## config.mk

```make
export PLATFORM = sky130hd
export DESIGN_NAME = power_protection_supervisor
export DESIGN_NICKNAME = d
export VERILOG_FILES = /design/src/hdl/power_protection_pkg.sv /design/src/hdl/power_protection_supervisor.sv
export SDC_FILE = /design/constraint.sdc
export NUM_CORES = 1
export LEC_CHECK = 0
export ABC_AREA = 1
export BUFFER_PORTS_ARGS = -buffer_cell sky130_fd_sc_hd__buf_2
export CORE_MARGIN = 8
export CORE_UTILIZATION = 50
export CTS_BUF_LIST = sky130_fd_sc_hd__clkbuf_4 sky130_fd_sc_hd__clkbuf_8 sky130_fd_sc_hd__clkbuf_16
export CTS_CLUSTER_SIZE = 12
export DETAILED_ROUTE_END_ITERATION = 16
export PLACE_DENSITY = 0.72
export SKIP_LAST_GASP = 1
export SLEW_MARGIN = 20
export SYNTH_ARGS = -nofsm -noshare
export SYNTH_HDL_FRONTEND = slang
export SYNTH_SLANG_ARGS = --single-unit
```

## constraint.sdc

```tcl
create_clock -name clk_sys -period 9.7 [get_ports clk_sys]
set_input_delay 0 -clock clk_sys [delete_from_list [all_inputs] [get_ports clk_sys]]
set_output_delay 0 -clock clk_sys [all_outputs]
set_load 0.1 [all_outputs]
```

## src/hdl/power_protection_pkg.sv

```systemverilog
package power_protection_pkg;

  // Register indices on the plain register port
  localparam logic [7:0] ADDR_STATUS      = 8'h00;
  localparam logic [7:0] ADDR_ALERT_EN    = 8'h01;
  localparam logic [7:0] ADDR_CONFIG      = 8'h02;
  localparam logic [7:0] ADDR_SOFT_THR    = 8'h03;
  localparam logic [7:0] ADDR_RECT_THR    = 8'h04;
  localparam logic [7:0] ADDR_REG_THR     = 8'h05;
  localparam logic [7:0] ADDR_COIL_THR    = 8'h06;
  localparam logic [7:0] ADDR_RECT_ACT    = 8'h07;
  localparam logic [7:0] ADDR_REG_ACT     = 8'h08;
  localparam logic [7:0] ADDR_COIL_ACT    = 8'h09;
  localparam logic [7:0] ADDR_OCP_ACT     = 8'h0a;
  localparam logic [7:0] ADDR_LOAD_THR    = 8'h0b;
  localparam logic [7:0] ADDR_LOAD_ACT    = 8'h0c;
  localparam logic [7:0] ADDR_RECT_TEMP   = 8'h0d;
  localparam logic [7:0] ADDR_REG_TEMP    = 8'h0e;
  localparam logic [7:0] ADDR_VOUT_SET    = 8'h0f;
  localparam logic [7:0] ADDR_RAIL_MIN    = 8'h10;
  localparam logic [7:0] ADDR_DUMMY_SET   = 8'h11;
  localparam logic [7:0] ADDR_STATE       = 8'h12;

  // Status flag positions
  localparam int FLAG_HARD_OV   = 0;
  localparam int FLAG_SOFT_OV   = 1;
  localparam int FLAG_ADJ_OV    = 2;
  localparam int FLAG_CHIP_OT   = 3;
  localparam int FLAG_RECT_TEMP = 4;
  localparam int FLAG_REG_TEMP  = 5;
  localparam int FLAG_COIL_TEMP = 6;
  localparam int FLAG_OCP       = 7;
  localparam int FLAG_UVLO      = 8;
  localparam int FLAG_OVERLOAD  = 9;
  localparam int FLAG_COUNT     = 10;

  // Action set bit positions
  localparam int ACT_EPT        = 0;
  localparam int ACT_DISCONNECT = 1;
  localparam int ACT_ALERT      = 2;

  // Configuration bit positions
  localparam int CFG_EPT_ON_OV  = 0;
  localparam int CFG_DUMMY_EN   = 1;
  localparam int CFG_ALERT_OD   = 2;
  localparam int CFG_ALERT_POL  = 3;

  // Reset values
  localparam logic [15:0] SOFT_THR_RESET  = 16'h2ee0;
  localparam logic [15:0] VOUT_SET_RESET  = 16'h00c8;
  localparam logic [15:0] RAIL_MIN_RESET  = 16'h1400;
  localparam logic [15:0] TEMP_THR_RESET  = 16'h0064;

  // Fixed chip over-temperature trip, degrees
  localparam logic [15:0] CHIP_OT_TRIP    = 16'd125;
  localparam logic [15:0] CHIP_OT_HYST    = 16'd10;

  // Configuration reload length in words
  localparam int RELOAD_WORDS = 8;

  // Sequencer states
  typedef enum logic [1:0] {
    SEQ_RESET  = 2'b00,
    SEQ_RELOAD = 2'b01,
    SEQ_RUN    = 2'b10
  } seq_state_type;

endpackage : power_protection_pkg

```

## src/hdl/power_protection_supervisor.sv

```systemverilog
`timescale 1ns/1ps
`default_nettype none

module power_protection_supervisor
  import power_protection_pkg::*;
#(
  parameter int DATA_WIDTH = 16,
  parameter int DUMMY_STEP = 16
) (
  // Clock and reset
  input  wire logic                  clk_sys,
  input  wire logic                  reset_n,
  input  wire logic                  chip_reset_n,
  // Register port
  input  wire logic [7:0]            reg_addr,
  input  wire logic [DATA_WIDTH-1:0] reg_wdata,
  input  wire logic                  reg_write,
  input  wire logic                  reg_read,
  output logic      [DATA_WIDTH-1:0] reg_rdata,
  // OTP reload port
  output logic                       otp_read,
  output logic      [2:0]            otp_addr,
  input  wire logic [DATA_WIDTH-1:0] otp_data,
  // Comparator trips
  input  wire logic                  hard_clamp_trip,
  input  wire logic                  fixed_soft_trip,
  input  wire logic                  five_volt_good,
  input  wire logic                  current_limit_trip,
  input  wire logic                  output_uv_trip,
  // Converter
  output logic      [1:0]            adc_channel,
  input  wire logic                  adc_valid,
  input  wire logic [DATA_WIDTH-1:0] adc_value,
  input  wire logic [DATA_WIDTH-1:0] rectifier_rail,
  input  wire logic [DATA_WIDTH-1:0] output_current,
  // Protection actions
  output logic                       hard_protection_event,
  output logic                       clamp_sink_out_n,
  output logic                       ept_request,
  output logic                       output_disconnect,
  output logic                       regulator_disable,
  // Host alert line
  output logic                       host_alert_out,
  output logic                       host_alert_oe,
  // Regulation setpoints
  output logic      [DATA_WIDTH-1:0] vout_target,
  output logic      [DATA_WIDTH-1:0] rect_rail_min,
  output logic      [DATA_WIDTH-1:0] dummy_current,
  output logic      [1:0]            drive_scheme,
  output logic                       core_ready
);

  logic                  core_rst_n;
  logic [1:0]            rst_sync_reg;
  seq_state_type         seq_reg;
  logic [2:0]            load_idx_reg;
  logic                  run;
  logic [4:0]            trip_s1_reg;
  logic [4:0]            trip_s2_reg;
  logic                  hard_trip;
  logic                  fixed_trip;
  logic                  vgood;
  logic                  ocp_trip;
  logic                  uv_trip;
  logic [FLAG_COUNT-1:0] status_reg;
  logic [FLAG_COUNT-1:0] status_next;
  logic [FLAG_COUNT-1:0] events;
  logic [FLAG_COUNT-1:0] alert_en_reg;
  logic [3:0]            config_reg;
  logic [DATA_WIDTH-1:0] soft_thr_reg;
  logic [DATA_WIDTH-1:0] rect_thr_reg;
  logic [DATA_WIDTH-1:0] reg_thr_reg;
  logic [DATA_WIDTH-1:0] coil_thr_reg;
  logic [2:0]            rect_act_reg;
  logic [2:0]            reg_act_reg;
  logic [2:0]            coil_act_reg;
  logic [2:0]            ocp_act_reg;
  logic [2:0]            load_act_reg;
  logic [DATA_WIDTH-1:0] load_thr_reg;
  logic [DATA_WIDTH-1:0] rect_temp_reg;
  logic [DATA_WIDTH-1:0] reg_temp_reg;
  logic [DATA_WIDTH-1:0] coil_temp_reg;
  logic [DATA_WIDTH-1:0] vout_set_reg;
  logic [DATA_WIDTH-1:0] rail_min_reg;
  logic [DATA_WIDTH-1:0] dummy_set_reg;
  logic                  clamp_reg;
  logic                  chip_ot_reg;
  logic                  adj_ov;
  logic [2:0]            actions;
  logic                  any_ov;
  logic                  alert;
  logic [DATA_WIDTH-1:0] dummy_cut;

  function automatic logic [2:0] act_if(input logic hit,
                                        input logic [2:0] act);
    act_if = hit ? act : 3'h0;
  endfunction : act_if

  // Core reset from both reset inputs, released asynchronously; sequencer start waits two clocks
  assign core_rst_n = reset_n & chip_reset_n;
  always_ff @(posedge clk_sys or negedge core_rst_n) begin
    if (!core_rst_n) begin
      rst_sync_reg <= 2'b00;
    end else begin
      rst_sync_reg <= {rst_sync_reg[0], 1'b1};
    end
  end

  // Reload sequencer
  always_ff @(posedge clk_sys or negedge core_rst_n) begin
    if (!core_rst_n) begin
      seq_reg      <= SEQ_RESET;
      load_idx_reg <= 3'h0;
    end else begin
      unique case (seq_reg)
        SEQ_RESET: begin
          if (rst_sync_reg[1]) begin
            seq_reg <= SEQ_RELOAD;
          end
        end
        SEQ_RELOAD: begin
          load_idx_reg <= load_idx_reg + 3'h1;
          if (load_idx_reg == 3'(RELOAD_WORDS - 1)) begin
            seq_reg <= SEQ_RUN;
          end
        end
        SEQ_RUN: begin
          seq_reg <= SEQ_RUN;
        end
        default: begin
          seq_reg <= SEQ_RESET;
        end
      endcase
    end
  end
  assign run        = (seq_reg == SEQ_RUN);
  assign core_ready = run;
  assign otp_read   = (seq_reg == SEQ_RELOAD);
  assign otp_addr   = load_idx_reg;

  // Two-stage synchronisers for comparator trips
  always_ff @(posedge clk_sys or negedge core_rst_n) begin
    if (!core_rst_n) begin
      trip_s1_reg <= 5'h00;
      trip_s2_reg <= 5'h00;
    end else begin
      trip_s1_reg <= {output_uv_trip, current_limit_trip, five_volt_good,
                      fixed_soft_trip, hard_clamp_trip};
      trip_s2_reg <= trip_s1_reg;
    end
  end
  assign hard_trip  = trip_s2_reg[0];
  assign fixed_trip = trip_s2_reg[1];
  assign vgood      = trip_s2_reg[2];
  assign ocp_trip   = trip_s2_reg[3];
  assign uv_trip    = trip_s2_reg[4];

  // Converter channel rotation and temperature capture
  always_ff @(posedge clk_sys or negedge core_rst_n) begin
    if (!core_rst_n) begin
      adc_channel   <= 2'h0;
      rect_temp_reg <= '0;
      reg_temp_reg  <= '0;
      coil_temp_reg <= '0;
    end else if (adc_valid) begin
      adc_channel <= (adc_channel == 2'h2) ? 2'h0 : adc_channel + 2'h1;
      unique case (adc_channel)
        2'h0: rect_temp_reg <= adc_value;
        2'h1: reg_temp_reg  <= adc_value;
        2'h2: coil_temp_reg <= adc_value;
        default: begin
        end
      endcase
    end
  end

  // Fixed chip over-temperature with hysteresis
  always_ff @(posedge clk_sys or negedge core_rst_n) begin
    if (!core_rst_n) begin
      chip_ot_reg <= 1'b0;
    end else if ((rect_temp_reg >= CHIP_OT_TRIP) ||
                 (reg_temp_reg >= CHIP_OT_TRIP)) begin
      chip_ot_reg <= 1'b1;
    end else if ((rect_temp_reg < CHIP_OT_TRIP - CHIP_OT_HYST) &&
                 (reg_temp_reg < CHIP_OT_TRIP - CHIP_OT_HYST)) begin
      chip_ot_reg <= 1'b0;
    end
  end

  // Hard clamp set by trip, released on loss of power-good
  always_ff @(posedge clk_sys or negedge core_rst_n) begin
    if (!core_rst_n) begin
      clamp_reg <= 1'b0;
    end else if (hard_trip || chip_ot_reg) begin
      clamp_reg <= 1'b1;
    end else if (!vgood) begin
      clamp_reg <= 1'b0;
    end
  end
  assign hard_protection_event = hard_trip | chip_ot_reg | clamp_reg;

  // Overvoltage checks
  assign adj_ov           = run && (rectifier_rail > soft_thr_reg);
  assign clamp_sink_out_n = !(fixed_trip || adj_ov);
  assign any_ov           = hard_trip | fixed_trip | adj_ov;

  // Events feeding the sticky flags
  always_comb begin
    events                 = '0;
    events[FLAG_HARD_OV]   = hard_trip;
    events[FLAG_SOFT_OV]   = fixed_trip;
    events[FLAG_ADJ_OV]    = adj_ov;
    events[FLAG_CHIP_OT]   = chip_ot_reg;
    events[FLAG_RECT_TEMP] = run && (rect_temp_reg > rect_thr_reg);
    events[FLAG_REG_TEMP]  = run && (reg_temp_reg > reg_thr_reg);
    events[FLAG_COIL_TEMP] = run && (coil_temp_reg > coil_thr_reg);
    events[FLAG_OCP]       = ocp_trip;
    events[FLAG_UVLO]      = uv_trip;
    events[FLAG_OVERLOAD]  = run && (output_current > load_thr_reg);
  end

  // Sticky flags, write one to clear, set wins
  always_comb begin
    status_next = status_reg;
    if (reg_write && reg_addr == ADDR_STATUS) begin
      status_next = status_reg & ~reg_wdata[FLAG_COUNT-1:0];
    end
    status_next = status_next | events;
  end
  always_ff @(posedge clk_sys or negedge core_rst_n) begin
    if (!core_rst_n) begin
      status_reg <= '0;
    end else begin
      status_reg <= status_next;
    end
  end

  // Action sets
  assign actions =
      act_if(status_reg[FLAG_RECT_TEMP], rect_act_reg) |
      act_if(status_reg[FLAG_REG_TEMP], reg_act_reg) |
      act_if(status_reg[FLAG_COIL_TEMP], coil_act_reg) |
      act_if(status_reg[FLAG_OCP], ocp_act_reg) |
      act_if(status_reg[FLAG_OVERLOAD], load_act_reg);

  always_ff @(posedge clk_sys or negedge core_rst_n) begin
    if (!core_rst_n) begin
      ept_request       <= 1'b0;
      output_disconnect <= 1'b0;
      regulator_disable <= 1'b0;
    end else begin
      ept_request <= actions[ACT_EPT] |
                     (config_reg[CFG_EPT_ON_OV] & any_ov);
      output_disconnect <= actions[ACT_DISCONNECT];
      regulator_disable <= uv_trip | status_reg[FLAG_UVLO];
    end
  end

  // Host alert line
  assign alert = |(status_reg & alert_en_reg) | actions[ACT_ALERT];
  always_ff @(posedge clk_sys or negedge core_rst_n) begin
    if (!core_rst_n) begin
      host_alert_out <= 1'b1;
      host_alert_oe  <= 1'b1;
    end else if (config_reg[CFG_ALERT_OD]) begin
      host_alert_out <= 1'b0;
      host_alert_oe  <= alert;
    end else begin
      host_alert_out <= alert ^ !config_reg[CFG_ALERT_POL];
      host_alert_oe  <= 1'b1;
    end
  end

  // Dummy load stepping down with output current
  assign dummy_cut = output_current / DATA_WIDTH'(DUMMY_STEP);
  always_ff @(posedge clk_sys or negedge core_rst_n) begin
    if (!core_rst_n) begin
      dummy_current <= '0;
    end else if (!config_reg[CFG_DUMMY_EN] || !run) begin
      dummy_current <= '0;
    end else if (dummy_cut >= dummy_set_reg) begin
      dummy_current <= '0;
    end else begin
      dummy_current <= dummy_set_reg - dummy_cut;
    end
  end

  // Setpoints and drive scheme
  assign vout_target   = vout_set_reg;
  assign rect_rail_min = rail_min_reg;
  always_ff @(posedge clk_sys or negedge core_rst_n) begin
    if (!core_rst_n) begin
      drive_scheme <= 2'h0;
    end else if (output_current > (load_thr_reg >> 1)) begin
      drive_scheme <= 2'h2;
    end else if (output_current > (load_thr_reg >> 3)) begin
      drive_scheme <= 2'h1;
    end else begin
      drive_scheme <= 2'h0;
    end
  end

  // Configuration registers, loaded from OTP then from software
  always_ff @(posedge clk_sys or negedge core_rst_n) begin
    if (!core_rst_n) begin
      alert_en_reg  <= '0;
      config_reg    <= 4'h0;
      soft_thr_reg  <= SOFT_THR_RESET;
      rect_thr_reg  <= TEMP_THR_RESET;
      reg_thr_reg   <= TEMP_THR_RESET;
      coil_thr_reg  <= '1;
      rect_act_reg  <= 3'h0;
      reg_act_reg   <= 3'h0;
      coil_act_reg  <= 3'h0;
      ocp_act_reg   <= 3'h0;
      load_act_reg  <= 3'h0;
      load_thr_reg  <= '1;
      vout_set_reg  <= VOUT_SET_RESET;
      rail_min_reg  <= RAIL_MIN_RESET;
      dummy_set_reg <= '0;
    end else if (seq_reg == SEQ_RELOAD) begin
      unique case (load_idx_reg)
        3'h0: config_reg    <= otp_data[3:0];
        3'h1: soft_thr_reg  <= otp_data;
        3'h2: vout_set_reg  <= otp_data;
        3'h3: rail_min_reg  <= otp_data;
        3'h4: dummy_set_reg <= otp_data;
        3'h5: rect_thr_reg  <= otp_data;
        3'h6: reg_thr_reg   <= otp_data;
        3'h7: coil_thr_reg  <= otp_data;
        default: begin
        end
      endcase
    end else if (reg_write) begin
      unique case (reg_addr)
        ADDR_ALERT_EN:  alert_en_reg  <= reg_wdata[FLAG_COUNT-1:0];
        ADDR_CONFIG:    config_reg    <= reg_wdata[3:0];
        ADDR_SOFT_THR:  soft_thr_reg  <= reg_wdata;
        ADDR_RECT_THR:  rect_thr_reg  <= reg_wdata;
        ADDR_REG_THR:   reg_thr_reg   <= reg_wdata;
        ADDR_COIL_THR:  coil_thr_reg  <= reg_wdata;
        ADDR_RECT_ACT:  rect_act_reg  <= reg_wdata[2:0];
        ADDR_REG_ACT:   reg_act_reg   <= reg_wdata[2:0];
        ADDR_COIL_ACT:  coil_act_reg  <= reg_wdata[2:0];
        ADDR_OCP_ACT:   ocp_act_reg   <= reg_wdata[2:0];
        ADDR_LOAD_THR:  load_thr_reg  <= reg_wdata;
        ADDR_LOAD_ACT:  load_act_reg  <= reg_wdata[2:0];
        ADDR_VOUT_SET:  vout_set_reg  <= reg_wdata;
        ADDR_RAIL_MIN:  rail_min_reg  <= reg_wdata;
        ADDR_DUMMY_SET: dummy_set_reg <= reg_wdata;
        default: begin
        end
      endcase
    end
  end

  // Read data one cycle after the strobe
  always_ff @(posedge clk_sys or negedge core_rst_n) begin
    if (!core_rst_n) begin
      reg_rdata <= '0;
    end else if (reg_read) begin
      unique case (reg_addr)
        ADDR_STATUS:    reg_rdata <= DATA_WIDTH'(status_reg);
        ADDR_ALERT_EN:  reg_rdata <= DATA_WIDTH'(alert_en_reg);
        ADDR_CONFIG:    reg_rdata <= DATA_WIDTH'(config_reg);
        ADDR_SOFT_THR:  reg_rdata <= soft_thr_reg;
        ADDR_RECT_THR:  reg_rdata <= rect_thr_reg;
        ADDR_REG_THR:   reg_rdata <= reg_thr_reg;
        ADDR_COIL_THR:  reg_rdata <= coil_thr_reg;
        ADDR_RECT_ACT:  reg_rdata <= DATA_WIDTH'(rect_act_reg);
        ADDR_REG_ACT:   reg_rdata <= DATA_WIDTH'(reg_act_reg);
        ADDR_COIL_ACT:  reg_rdata <= DATA_WIDTH'(coil_act_reg);
        ADDR_OCP_ACT:   reg_rdata <= DATA_WIDTH'(ocp_act_reg);
        ADDR_LOAD_THR:  reg_rdata <= load_thr_reg;
        ADDR_LOAD_ACT:  reg_rdata <= DATA_WIDTH'(load_act_reg);
        ADDR_RECT_TEMP: reg_rdata <= rect_temp_reg;
        ADDR_REG_TEMP:  reg_rdata <= reg_temp_reg;
        ADDR_VOUT_SET:  reg_rdata <= vout_set_reg;
        ADDR_RAIL_MIN:  reg_rdata <= rail_min_reg;
        ADDR_DUMMY_SET: reg_rdata <= dummy_set_reg;
        ADDR_STATE:     reg_rdata <= DATA_WIDTH'({clamp_reg, seq_reg});
        default:        reg_rdata <= '0;
      endcase
    end else begin
      reg_rdata <= '0;
    end
  end
endmodule : power_protection_supervisor

`default_nettype wire

```

## After elaboration in Yosys (flattened, before gate mapping)

Index checks and enable logic that the tools add are counted.

- Register bits: 275
- Input bits: 99
- Logic and storage cells: 211

- $add $sub $neg: 3
- Order comparisons: 12
- Equality and inequality tests: 39
- Muxes and demuxes: 54
- Bitwise operators: 19
- Reduce and logical (&&, ||, !) cells: 49

Operators by type and width:

| cell | count |
|---|---|
| $mux 16 | 31 |
| $pmux 16 s19 | 1 |
| $gt 16x16->1 | 5 |
| $eq 8x4->1 const B | 8 |
| $reduce_and 3->1 | 15 |
| $eq 8x3->1 const B | 4 |
| $ge 16x7->1 const B | 2 |
| $lt 16x7->1 const B | 2 |
| $eq 8x5->1 const B | 3 |
| $and 10x10->10 | 2 |
| $reduce_bool 2->1 | 10 |
| $ne 2x1->1 const B | 9 |
| $eq 8x2->1 const B | 2 |
| $ge 12x16->1 | 1 |
| $gt 16x13->1 | 1 |
| $gt 16x15->1 | 1 |
| $mux 4 | 4 |
| $sub 16x12->16 | 1 |
| $mux 3 | 5 |
| $eq 3x3->1 const B | 4 |
| $or 3x3->3 | 4 |
| $mux 10 | 1 |
| $not 10->10 | 1 |
| $or 10x10->10 | 1 |
| other kinds (23) | 58 |

## Longest topological paths before layout

Gate-level depths: netlist of run 1.

- Depth in word-level cells: 8
- Mapped depth: 15

## Worst setup path after synthesis of run 1

Ideal clock, no wire load.

- Path kind: register -> output
- Start point: register seq_reg[0]
- End point: output clamp_sink_out_n
- Arrival time: 2.826 ns
- Required time: 9.700 ns
- Setup slack: 6.874 ns
- Cell stages (with the launch flop): 6
- Buffers on the path: 0
- Path through: dfrtp_1 -> inv_1 -> ha_1 -> inv_1 -> nor2_1 -> a21oi_1

- Longest elaborated chain between the ends: 4

RTL lines:

| item | line | source |
|---|---|---|
| start: declaration | power_protection_supervisor.sv:55 | `seq_state_type seq_reg;` |
| start signal: assignment | power_protection_supervisor.sv:112 | `seq_reg <= SEQ_RESET;` |
| start signal: assignment | power_protection_supervisor.sv:118 | `seq_reg <= SEQ_RELOAD;` |
| start signal: assignment | power_protection_supervisor.sv:124 | `seq_reg <= SEQ_RUN;` |
| $eq 2x2->1 | power_protection_supervisor.sv:136 | `assign run = (seq_reg == SEQ_RUN);` |
| named net core_ready | power_protection_supervisor.sv:50 | `output logic core_ready` |
| $logic_and 1x1->1 | power_protection_supervisor.sv:203 | `assign adj_ov = run && (rectifier_rail > soft_thr_reg);` |
| $logic_or 1x1->1 | power_protection_supervisor.sv:204 | `assign clamp_sink_out_n = !(fixed_trip \|\| adj_ov);` |
| $logic_not 1->1 | power_protection_supervisor.sv:204 |  |
| end: declaration | power_protection_supervisor.sv:38 | `output logic clamp_sink_out_n,` |

The timed path passes the listed nets, and every way through them passes these cells.

## Worst setup path in the final report of run 1

- Start point: register load_thr_reg[15]
- End point: register drive_scheme[0]

- Longest elaborated chain between the ends: 3

RTL lines:

| item | line | source |
|---|---|---|
| start: declaration | power_protection_supervisor.sv:79 | `logic [DATA_WIDTH-1:0] load_thr_reg;` |
| start signal: assignment | power_protection_supervisor.sv:346 | `ADDR_LOAD_THR: load_thr_reg <= reg_wdata;` |
| $gt 16x13->1 | power_protection_supervisor.sv:296 | `end else if (output_current > (load_thr_reg >> 3)) begin` |
| $mux 1 | power_protection_supervisor.sv:296 |  |
| $mux 2 * | power_protection_supervisor.sv:294 | `end else if (output_current > (load_thr_reg >> 1)) begin` |
| end signal: assignment | power_protection_supervisor.sv:293 | `drive_scheme <= 2'h0;` |
| end signal: assignment | power_protection_supervisor.sv:295 | `drive_scheme <= 2'h2;` |
| end signal: assignment | power_protection_supervisor.sv:297 | `drive_scheme <= 2'h1;` |
| end: declaration | power_protection_supervisor.sv:49 | `output logic [1:0] drive_scheme,` |

Mark *: on every way between the ends. The rest lies on a longest branch, timed or not.
A chain may end at the register's enable or synchronous reset.

==> results.json, run 1 <==
{
  "rsz0062_at_grt": "no",
  "dr.pass1.iters": 7,
  "hpwl_um": 39300,
  "cts_made_buffers": 31,
  "die_width_um": 194,
  "slew_headroom_pct": 18.7,
  "fmax_mhz": 309,
  "yosysWarnings": 0,
  "hold_viol": 0,
  "syn2layout_area_growth_pct": 17.1,
  "ioPinCount": 179,
  "synth-xor-area-share_pct": 0.499,
  "path_buf_inv": 4,
  "cts_root_buf": "clkbuf_16",
  "hp-class": "in2reg",
  "drtAntennaViolNets": 0,
  "synthCells": 2000,
  "synth_top_area_cell": "dfrtp_1",
  "htree_levels": 1,
  "synth_seq_cells": 275,
  "start_kind": "flop",
  "muxShareOfSynthArea_pct": 0.999,
  "synth_common_cells": "nand2_1 (504), inv_1 (271), dfrtp_1 (223)",
  "crit_type": "reg2reg",
  "yosysMostFrequentCell": "nand2_1",
  "synth_compound_area_share_pct": 13.4,
  "drc": 0,
  "async_flop_share_pct": 100,
  "timing.setup.tns_ns": 0,
  "synth_top_family_by_area": "simple AND/OR/NAND/NOR gates",
  "die_area_um2": 37500,
  "syn_area_um2": 15800,
  "critPathMaxStageDelay_ns": 0.57,
  "antenna_found_initial": 2,
  "dieHeight_um": 194,
  "synth.net_count": 2230,
  "grt_max_degree": 173,
  "setup_viol": 0,
  "fillers": 2859,
  "instances_no_fill": 2638,
  "viasPerCell": 5.50,
  "slowest_stage": "dlygate4sd3_1",
  "drt_iter0_markers": 1408,
  "maxCapViolations": 0,
  "nNetsFinal": 2440,
  "grt_pass1_vias": 14100,
  "clkTransAtPathRegs_ns": 0.07,
  "synth_seq_area_share_pct": 44.0,
  "synth_cell_types": 50,
  "leakage_nw": 9.43,
  "cts_tree": "done",
  "synthDominantCellAreaShare_pct": 35.3,
  "worst_pin_slew_ns": 1.21,
  "status": "finished clean",
  "finClkSkew_ns": 0.0164,
  "place_congestion": 0.951,
  "min_period_over_period_pct": 33.4,
  "synthTopCellsByArea": "dfrtp_1 (35%), nand2_1 (12%), ha_1 (10%)",
  "synth-main-ff-cell": "dfrtp_1",
  "final_layout_size_suffix_gt1_share_pct": 15.7,
  "powerDensity_nw_per_um2": 309,
  "cp_max_fo": 4,
  "cts_setup_buffers": 0,
  "placedCellCount": 2532,
  "cp-end-kind": "flop",
  "cp.required_ns": 10.15,
  "clockBufferDepth": 3,
  "num_vias": 14500,
  "finalWirelength_um": 51100,
  "clk-insertion-delay-late_ns": 0.57,
  "cts_sinks": 275,
  "cp_top_family": "buffers and inverters",
  "grt_overflow": 0,
  "syn_avg_cell_area_um2": 7.89,
  "rows": 65,
  "grt_pass1_wl_um": 79200,
  "routedWlPerCell_um": 19.4,
  "drv_slew": 0,
  "core_um2": 31300,
  "yosys.area_share.simple_pct": 22.1,
  "fin_crit_ns": 3.24,
  "start_util_pct": 50.4,
  "worstPathCellList": "inv_1 -> ha_1 -> nor2_1 -> nand2_1 -> dlygate4sd3_1 -> a21oi_1 -> nand2_1 -> dlygate4sd3_1 -> nand2_1 -> dlygate4sd3_1 -> nor2_1",
  "synth_fa_ha_area_share_pct": 10.4,
  "worstPathArrival_ns": 3.69,
  "ir_drop_uv": 230,
  "track_usage_pct": 26.6,
  "portBuffers": 178,
  "synth-edff-count": 0
}
per-stage QoR:
| step | total power, W | setup WS [ns] | util, % | cell area [um^2] | hold WS [ns] |
|---|---|---|---|---|---|
| 2_1_floorplan | 0.00383 | 2.19 | - | 15800 | 0.0314 |
| 6_report | 0.00572 | 6.46 | 59.0 | 18500 | 0.0211 |
| 3_3_place_gp | 0.00443 | 6.74 | 54.2 | 17000 | 0.108 |
| 3_5_place_dp | 0.00451 | 6.65 | 54.2 | 17000 | 0.109 |
| 5_1_grt | 0.00607 | 6.34 | 59.0 | 18500 | 0.0268 |
| 4_1_cts | 0.00571 | 6.58 | 58.9 | 18500 | 0.00636 |
cell type report:
type                            instances  area (um^2)  share of cell area (%)
Antenna cell                            1         2.50                  0.0135
Timing Repair Buffer                  231         1420                    7.68
Clock inverter                          9         78.8                   0.426
Tap cell                              402          503                    2.72
Sequential cell                       275         6950                    37.6
Inverter                              280         1060                    5.74
Multi-Input combinational cell       1391         7520                    40.7
Clock buffer                           49          955                    5.17
cell families after synthesis:
| logic type | after synthesis |
|---|---|
| xor+xnor | 9 |
| mux | 14 |
| flops | 275 |
| buf+inv | 334 |
| simple gates | 843 |
| other cells | 1 |
| fa+ha+maj | 131 |
| compound gates | 393 |
path summary, 6_finish.rpt:
| kind | cells after the start | slack [ns] | end | startpoint |
|---|---|---|---|---|
| worst max-delay path | 11 | 6.46 | drive_scheme[0]$_DFF_PN0_ | load_thr_reg[15]$_DFFE_PN1P_ |
| worst min-delay path | 6 | 0.02 | drive_scheme[1]$_DFF_PN0_ | output_current[15] |
| worst max register to register | 11 | 6.46 | drive_scheme[0]$_DFF_PN0_ | load_thr_reg[15]$_DFFE_PN1P_ |
| worst min register to register | 0 | 0.35 | trip_s2_reg[3]$_DFF_PN0_ | trip_s1_reg[3]$_DFF_PN0_ |
| max in group asynchronous | 6 | 7.56 | reg_act_reg[2]$_DFFE_PN0P_ | chip_reset_n |
| min in group asynchronous | 4 | 0.18 | coil_temp_reg[12]$_DFFE_PN0P_ | reset_n |
placed cells by master, fill, tap and decap left out, types with 6 or more instances in the layout:
| cell | netlist | final |
|---|---|---|
| clkbuf_4 | 0 | 11 |
| ha_1 | 130 | 129 |
| nor4_1 | 6 | 6 |
| nand4_1 | 16 | 16 |
| nand3_1 | 111 | 108 |
| o22ai_1 | 14 | 14 |
| buf_2 | 28 | 178 |
| dlygate4sd3_1 | 0 | 46 |
| nor3_1 | 23 | 23 |
| nand2_2 | 11 | 11 |
| inv_1 | 271 | 270 |
| o211ai_1 | 14 | 14 |
| o21ai_1 | 82 | 82 |
| mux2_2 | 14 | 14 |
| inv_2 | 7 | 7 |
| a21oi_1 | 73 | 73 |
| clkbuf_8 | 0 | 7 |
| nand2_1 | 504 | 504 |
| o21ai_0 | 186 | 186 |
| dfrtp_1 | 223 | 223 |
| nor2_1 | 152 | 152 |
| dfstp_2 | 52 | 52 |
| clkbuf_16 | 0 | 31 |
worst min-delay path: stages:
cell and delay (ns):
buf_2 0.13, nor3_1 0.09, nand2_1 0.10, inv_1 0.05, nand2_1 0.06, a21oi_1 0.09
repair_timing:
| action | 4_1_cts | 5_1_grt |
|---|---|---|
| gates resized for setup | 0 | 0 |
| hold buffers | 46 | 0 |
| endpoints found under the hold margin | 201 | 0 |
layer usage:
metal | vias up | GRT usage (%) | share of wire (%)
met5 | - | 0 | 0.045
met4 | 4 | 10.5 | 4.0
met3 | 112 | 5.19 | 8.1
met2 | 580 | 41.2 | 44
met1 | 6879 | 36.3 | 43
li1 | 6939 | - | -
power breakdown:
group          internal (W)  total (W)  switching [W]
clock              0.000700    0.00118       0.000478
combinational      0.000655    0.00261        0.00195
sequential          0.00160    0.00193       0.000336
total               0.00295    0.00572        0.00277
(Power assumes the default switching activity.)
==> inputs of run 2 (changes only) <==
Settings changed: ABC_AREA 1 to 0.
Clock period 9.7 ns to 3.2 ns, I/O delays scaled along.
==> run 2 against run 1 <==
  * Flip-flop and latch count is the same
  * Worst hold slack lost 0.013 ns
  * Global-route usage increased by 2.2 points
  * Die area down 2.3%
  * Wire length increased by 4.9%
  * Clock power grew to 3.1 times the previous value
  * Combinational power rose to 3.3 times the previous value
  * Power grew to 3.2 times the previous value
  * Register-to-register slack worse by 5.8 ns
  * Clock-buffer cell count is the same
  * Clock skew up 0.013 ns
  * Synthesized area down 2.5%
  * Largest power group unchanged
  * Highest routed layer is now met4
==> results.json, run 2 <==
{
  "drt_iter0_markers": 1687,
  "synth_common_cells": "dfrtp_1 (223), a21oi_1 (143), nor2_1 (138)",
  "clk-insertion-delay-late_ns": 0.57,
  "layout_commonest_cell": "dfrtp_1",
  "synth-main-ff-cell": "dfrtp_1",
  "grt_max_degree": 91,
  "viasPerCell": 6.16,
  "cts_made_buffers": 30,
  "die_width_um": 191,
  "antenna_found_initial": 0,
  "synth-edff-count": 0,
  "clkTransAtPathRegs_ns": 0.06,
  "cp.required_ns": 3.20,
  "instances_no_fill": 2191,
  "worst_pin_slew_ns": 0.970,
  "num_vias": 13500,
  "fmax_mhz": 339,
  "worstPathArrival_ns": 2.95,
  "cts_sinks": 275,
  "grt_pass1_vias": 13500,
  "multi_input_area_um2": 7670,
  "crit_type": "reg2out",
  "maxCapViolations": 0,
  "powerDensity_nw_per_um2": 990,
  "cts_root_buf": "clkbuf_16",
  "p_int_w": 0.00974,
  "start_util_pct": 50.6,
  "hold_viol": 0,
  "synth_cell_types": 74,
  "dr.pass1.iters": 6,
  "synthTopCellsByArea": "dfrtp_1 (36%), ha_1 (11%), dfstp_2 (8.9%)",
  "die_area_um2": 36700,
  "synthCells": 1527,
  "nNetsFinal": 2002,
  "dieHeight_um": 191,
  "cp-end-kind": "primary output",
  "leakage_nw": 8.96,
  "hpwl_um": 39800,
  "rsz0062_at_grt": "no",
  "p_comb_share_pct": 46.3,
  "async_flop_share_pct": 100,
  "seq_power_share_pct": 33.7,
  "synth_seq_area_share_pct": 45.1,
  "yosysMostFrequentCell": "dfrtp_1",
  "grt_overflow": 0,
  "status": "finished clean",
  "pwr-share-clk_pct": 19.9,
  "drtAntennaViolNets": 0,
  "synth.net_count": 1757,
  "start_kind": "flop",
  "synth_top_area_cell": "dfrtp_1",
  "routedWlPerCell_um": 24.5,
  "fillers": 2573,
  "final_layout_size_suffix_gt1_share_pct": 24.5,
  "hp-class": "in2reg",
  "ir_drop_uv": 869,
  "yosysWarnings": 0,
  "core_um2": 30400,
  "track_usage_pct": 28.8,
  "synthDominantCellAreaShare_pct": 36.2,
  "switching_share_pct": 46.9,
  "syn2layout_area_growth_pct": 20.4,
  "slew_headroom_pct": 35.2,
  "fin_crit_ns": 2.95,
  "syn_area_um2": 15400,
  "grt_pass1_wl_um": 80900,
  "syn_avg_cell_area_um2": 10.1,
  "finalWirelength_um": 53600,
  "p_switching_w": 0.00861,
  "finClkSkew_ns": 0.0289,
  "place_congestion": 0.991,
  "portBuffers": 178,
  "placedCellCount": 2077,
  "min_period_over_period_pct": 92.3,
  "rows": 64,
  "synth_seq_cells": 275,
  "register_area_um2": 6950,
  "ioPinCount": 179,
  "drv_slew": 0,
  "cp_max_fo": 3,
  "setup_viol": 0,
  "cts_tree": "done",
  "htree_levels": 1,
  "final_cell_mix": "dfrtp_1 (223), buf_2 (178), a21oi_1 (143), nor2_1 (138), ha_1 (129)",
  "clockBufferDepth": 3,
  "drc": 0,
  "timing.setup.tns_ns": 0
}
[run 2: cell types whose count changed after synthesis, sizes merged, moves of 69 or more]
| cell | delta |
|---|---|
| mux2 | +75 |
| a21oi | +70 |
| o21ai | -204 |
| inv | -159 |
| nand3 | -69 |
| nand2 | -429 |
[run 2: area by class of cell]
class | count | area share [%]
antenna | 1 | 0.0135
clock buffer | 49 | 5.32
clock inverter | 5 | 0.419
inverter | 120 | 2.43
multi-input combinational | 1060 | 41.4
sequential | 275 | 37.5
tap | 396 | 2.67
timing repair buffer | 285 | 10.3
[run 2: path summary, 6_finish.rpt]
| kind | to | slack, ns | cells after the start | startpoint |
|---|---|---|---|---|
| worst max-delay path | clamp_sink_out_n | 0.25 | 7 | soft_thr_reg[7]$_DFFE_PN1P_ |
| worst min-delay path | soft_thr_reg[14]$_DFFE_PN0P_ | 0.008 | 3 | otp_data[14] |
| worst max register to register | dummy_current[14]$_DFF_PN0_ | 0.63 | 10 | dummy_set_reg[0]$_DFFE_PN0P_ |
| worst min register to register | trip_s2_reg[3]$_DFF_PN0_ | 0.35 | 0 | trip_s1_reg[3]$_DFF_PN0_ |
| max in group asynchronous | reg_thr_reg[10]$_DFFE_PN0P_ | 2.37 | 4 | reset_n |
| min in group asynchronous | trip_s1_reg[3]$_DFF_PN0_ | 0.19 | 4 | chip_reset_n |
[run 2: critical path, cell delays in order (launching register included)]
cell and delay, ns:
dfstp_2 0.56, inv_1 0.05, ha_1 0.33, nand4_1 0.23
o41ai_1 0.51, a21oi_1 0.13, nor2_1 0.13, buf_2 0.45
[run 2: routing by layer]
layer	GRT usage [%]	wire length, um
met1	37.7	21900
met2	45.2	24200
met3	5.27	4530
met4	14.7	2930
met5	0	0
[run 2: cells by family (layout without fill, tap and decap cells)]
group | Yosys count | count (layout) | synth area share (%)
adders and majority gates | 131 | 131 | 10.7
muxes | 149 | 149 | 10.4
AOI/OAI and AO/OA | 401 | 401 | 16.8
xor gates and xnor gates | 9 | 9 | 0.512
DFF | 275 | 275 | 45.1
buffers and inverters | 192 | 459 | 5.14
other | 1 | 2 | 0.0244
and+or+nand+nor | 369 | 369 | 11.3
[run 2: stage by stage]
step	area, um^2	utilization (%)	worst slack (ns)	power (W)	hold WS (ns)
floorplan	15400	-	0.361	0.0121	0.0314
global placement	16900	55.4	0.750	0.0143	0.108
detailed placement	16900	55.4	0.672	0.0145	0.109
CTS	18500	60.9	0.116	0.0183	0.00533
global route	18500	60.9	0.163	0.0193	0.0104
finish	18500	60.9	0.247	0.0184	0.00810
[run 2: timing repair]
item                                    in CTS  in global routing
gates resized for setup                      0                  1
endpoints found under the setup margin       0                  1
hold buffers                                59                  0
endpoints found under the hold margin      237                  0
buffers inserted                             0                  0
[run 2: power by group through the flow]
stage / Combinational [W] / Clock [W] / Sequential (W)
floorplan: 0.00399 / 0 / 0.00814
global placement: 0.00812 / 0 / 0.00616
detailed placement: 0.00833 / 0 / 0.00619
CTS: 0.00844 / 0.00370 / 0.00615
global route: 0.00914 / 0.00384 / 0.00631
finish: 0.00850 / 0.00366 / 0.00619
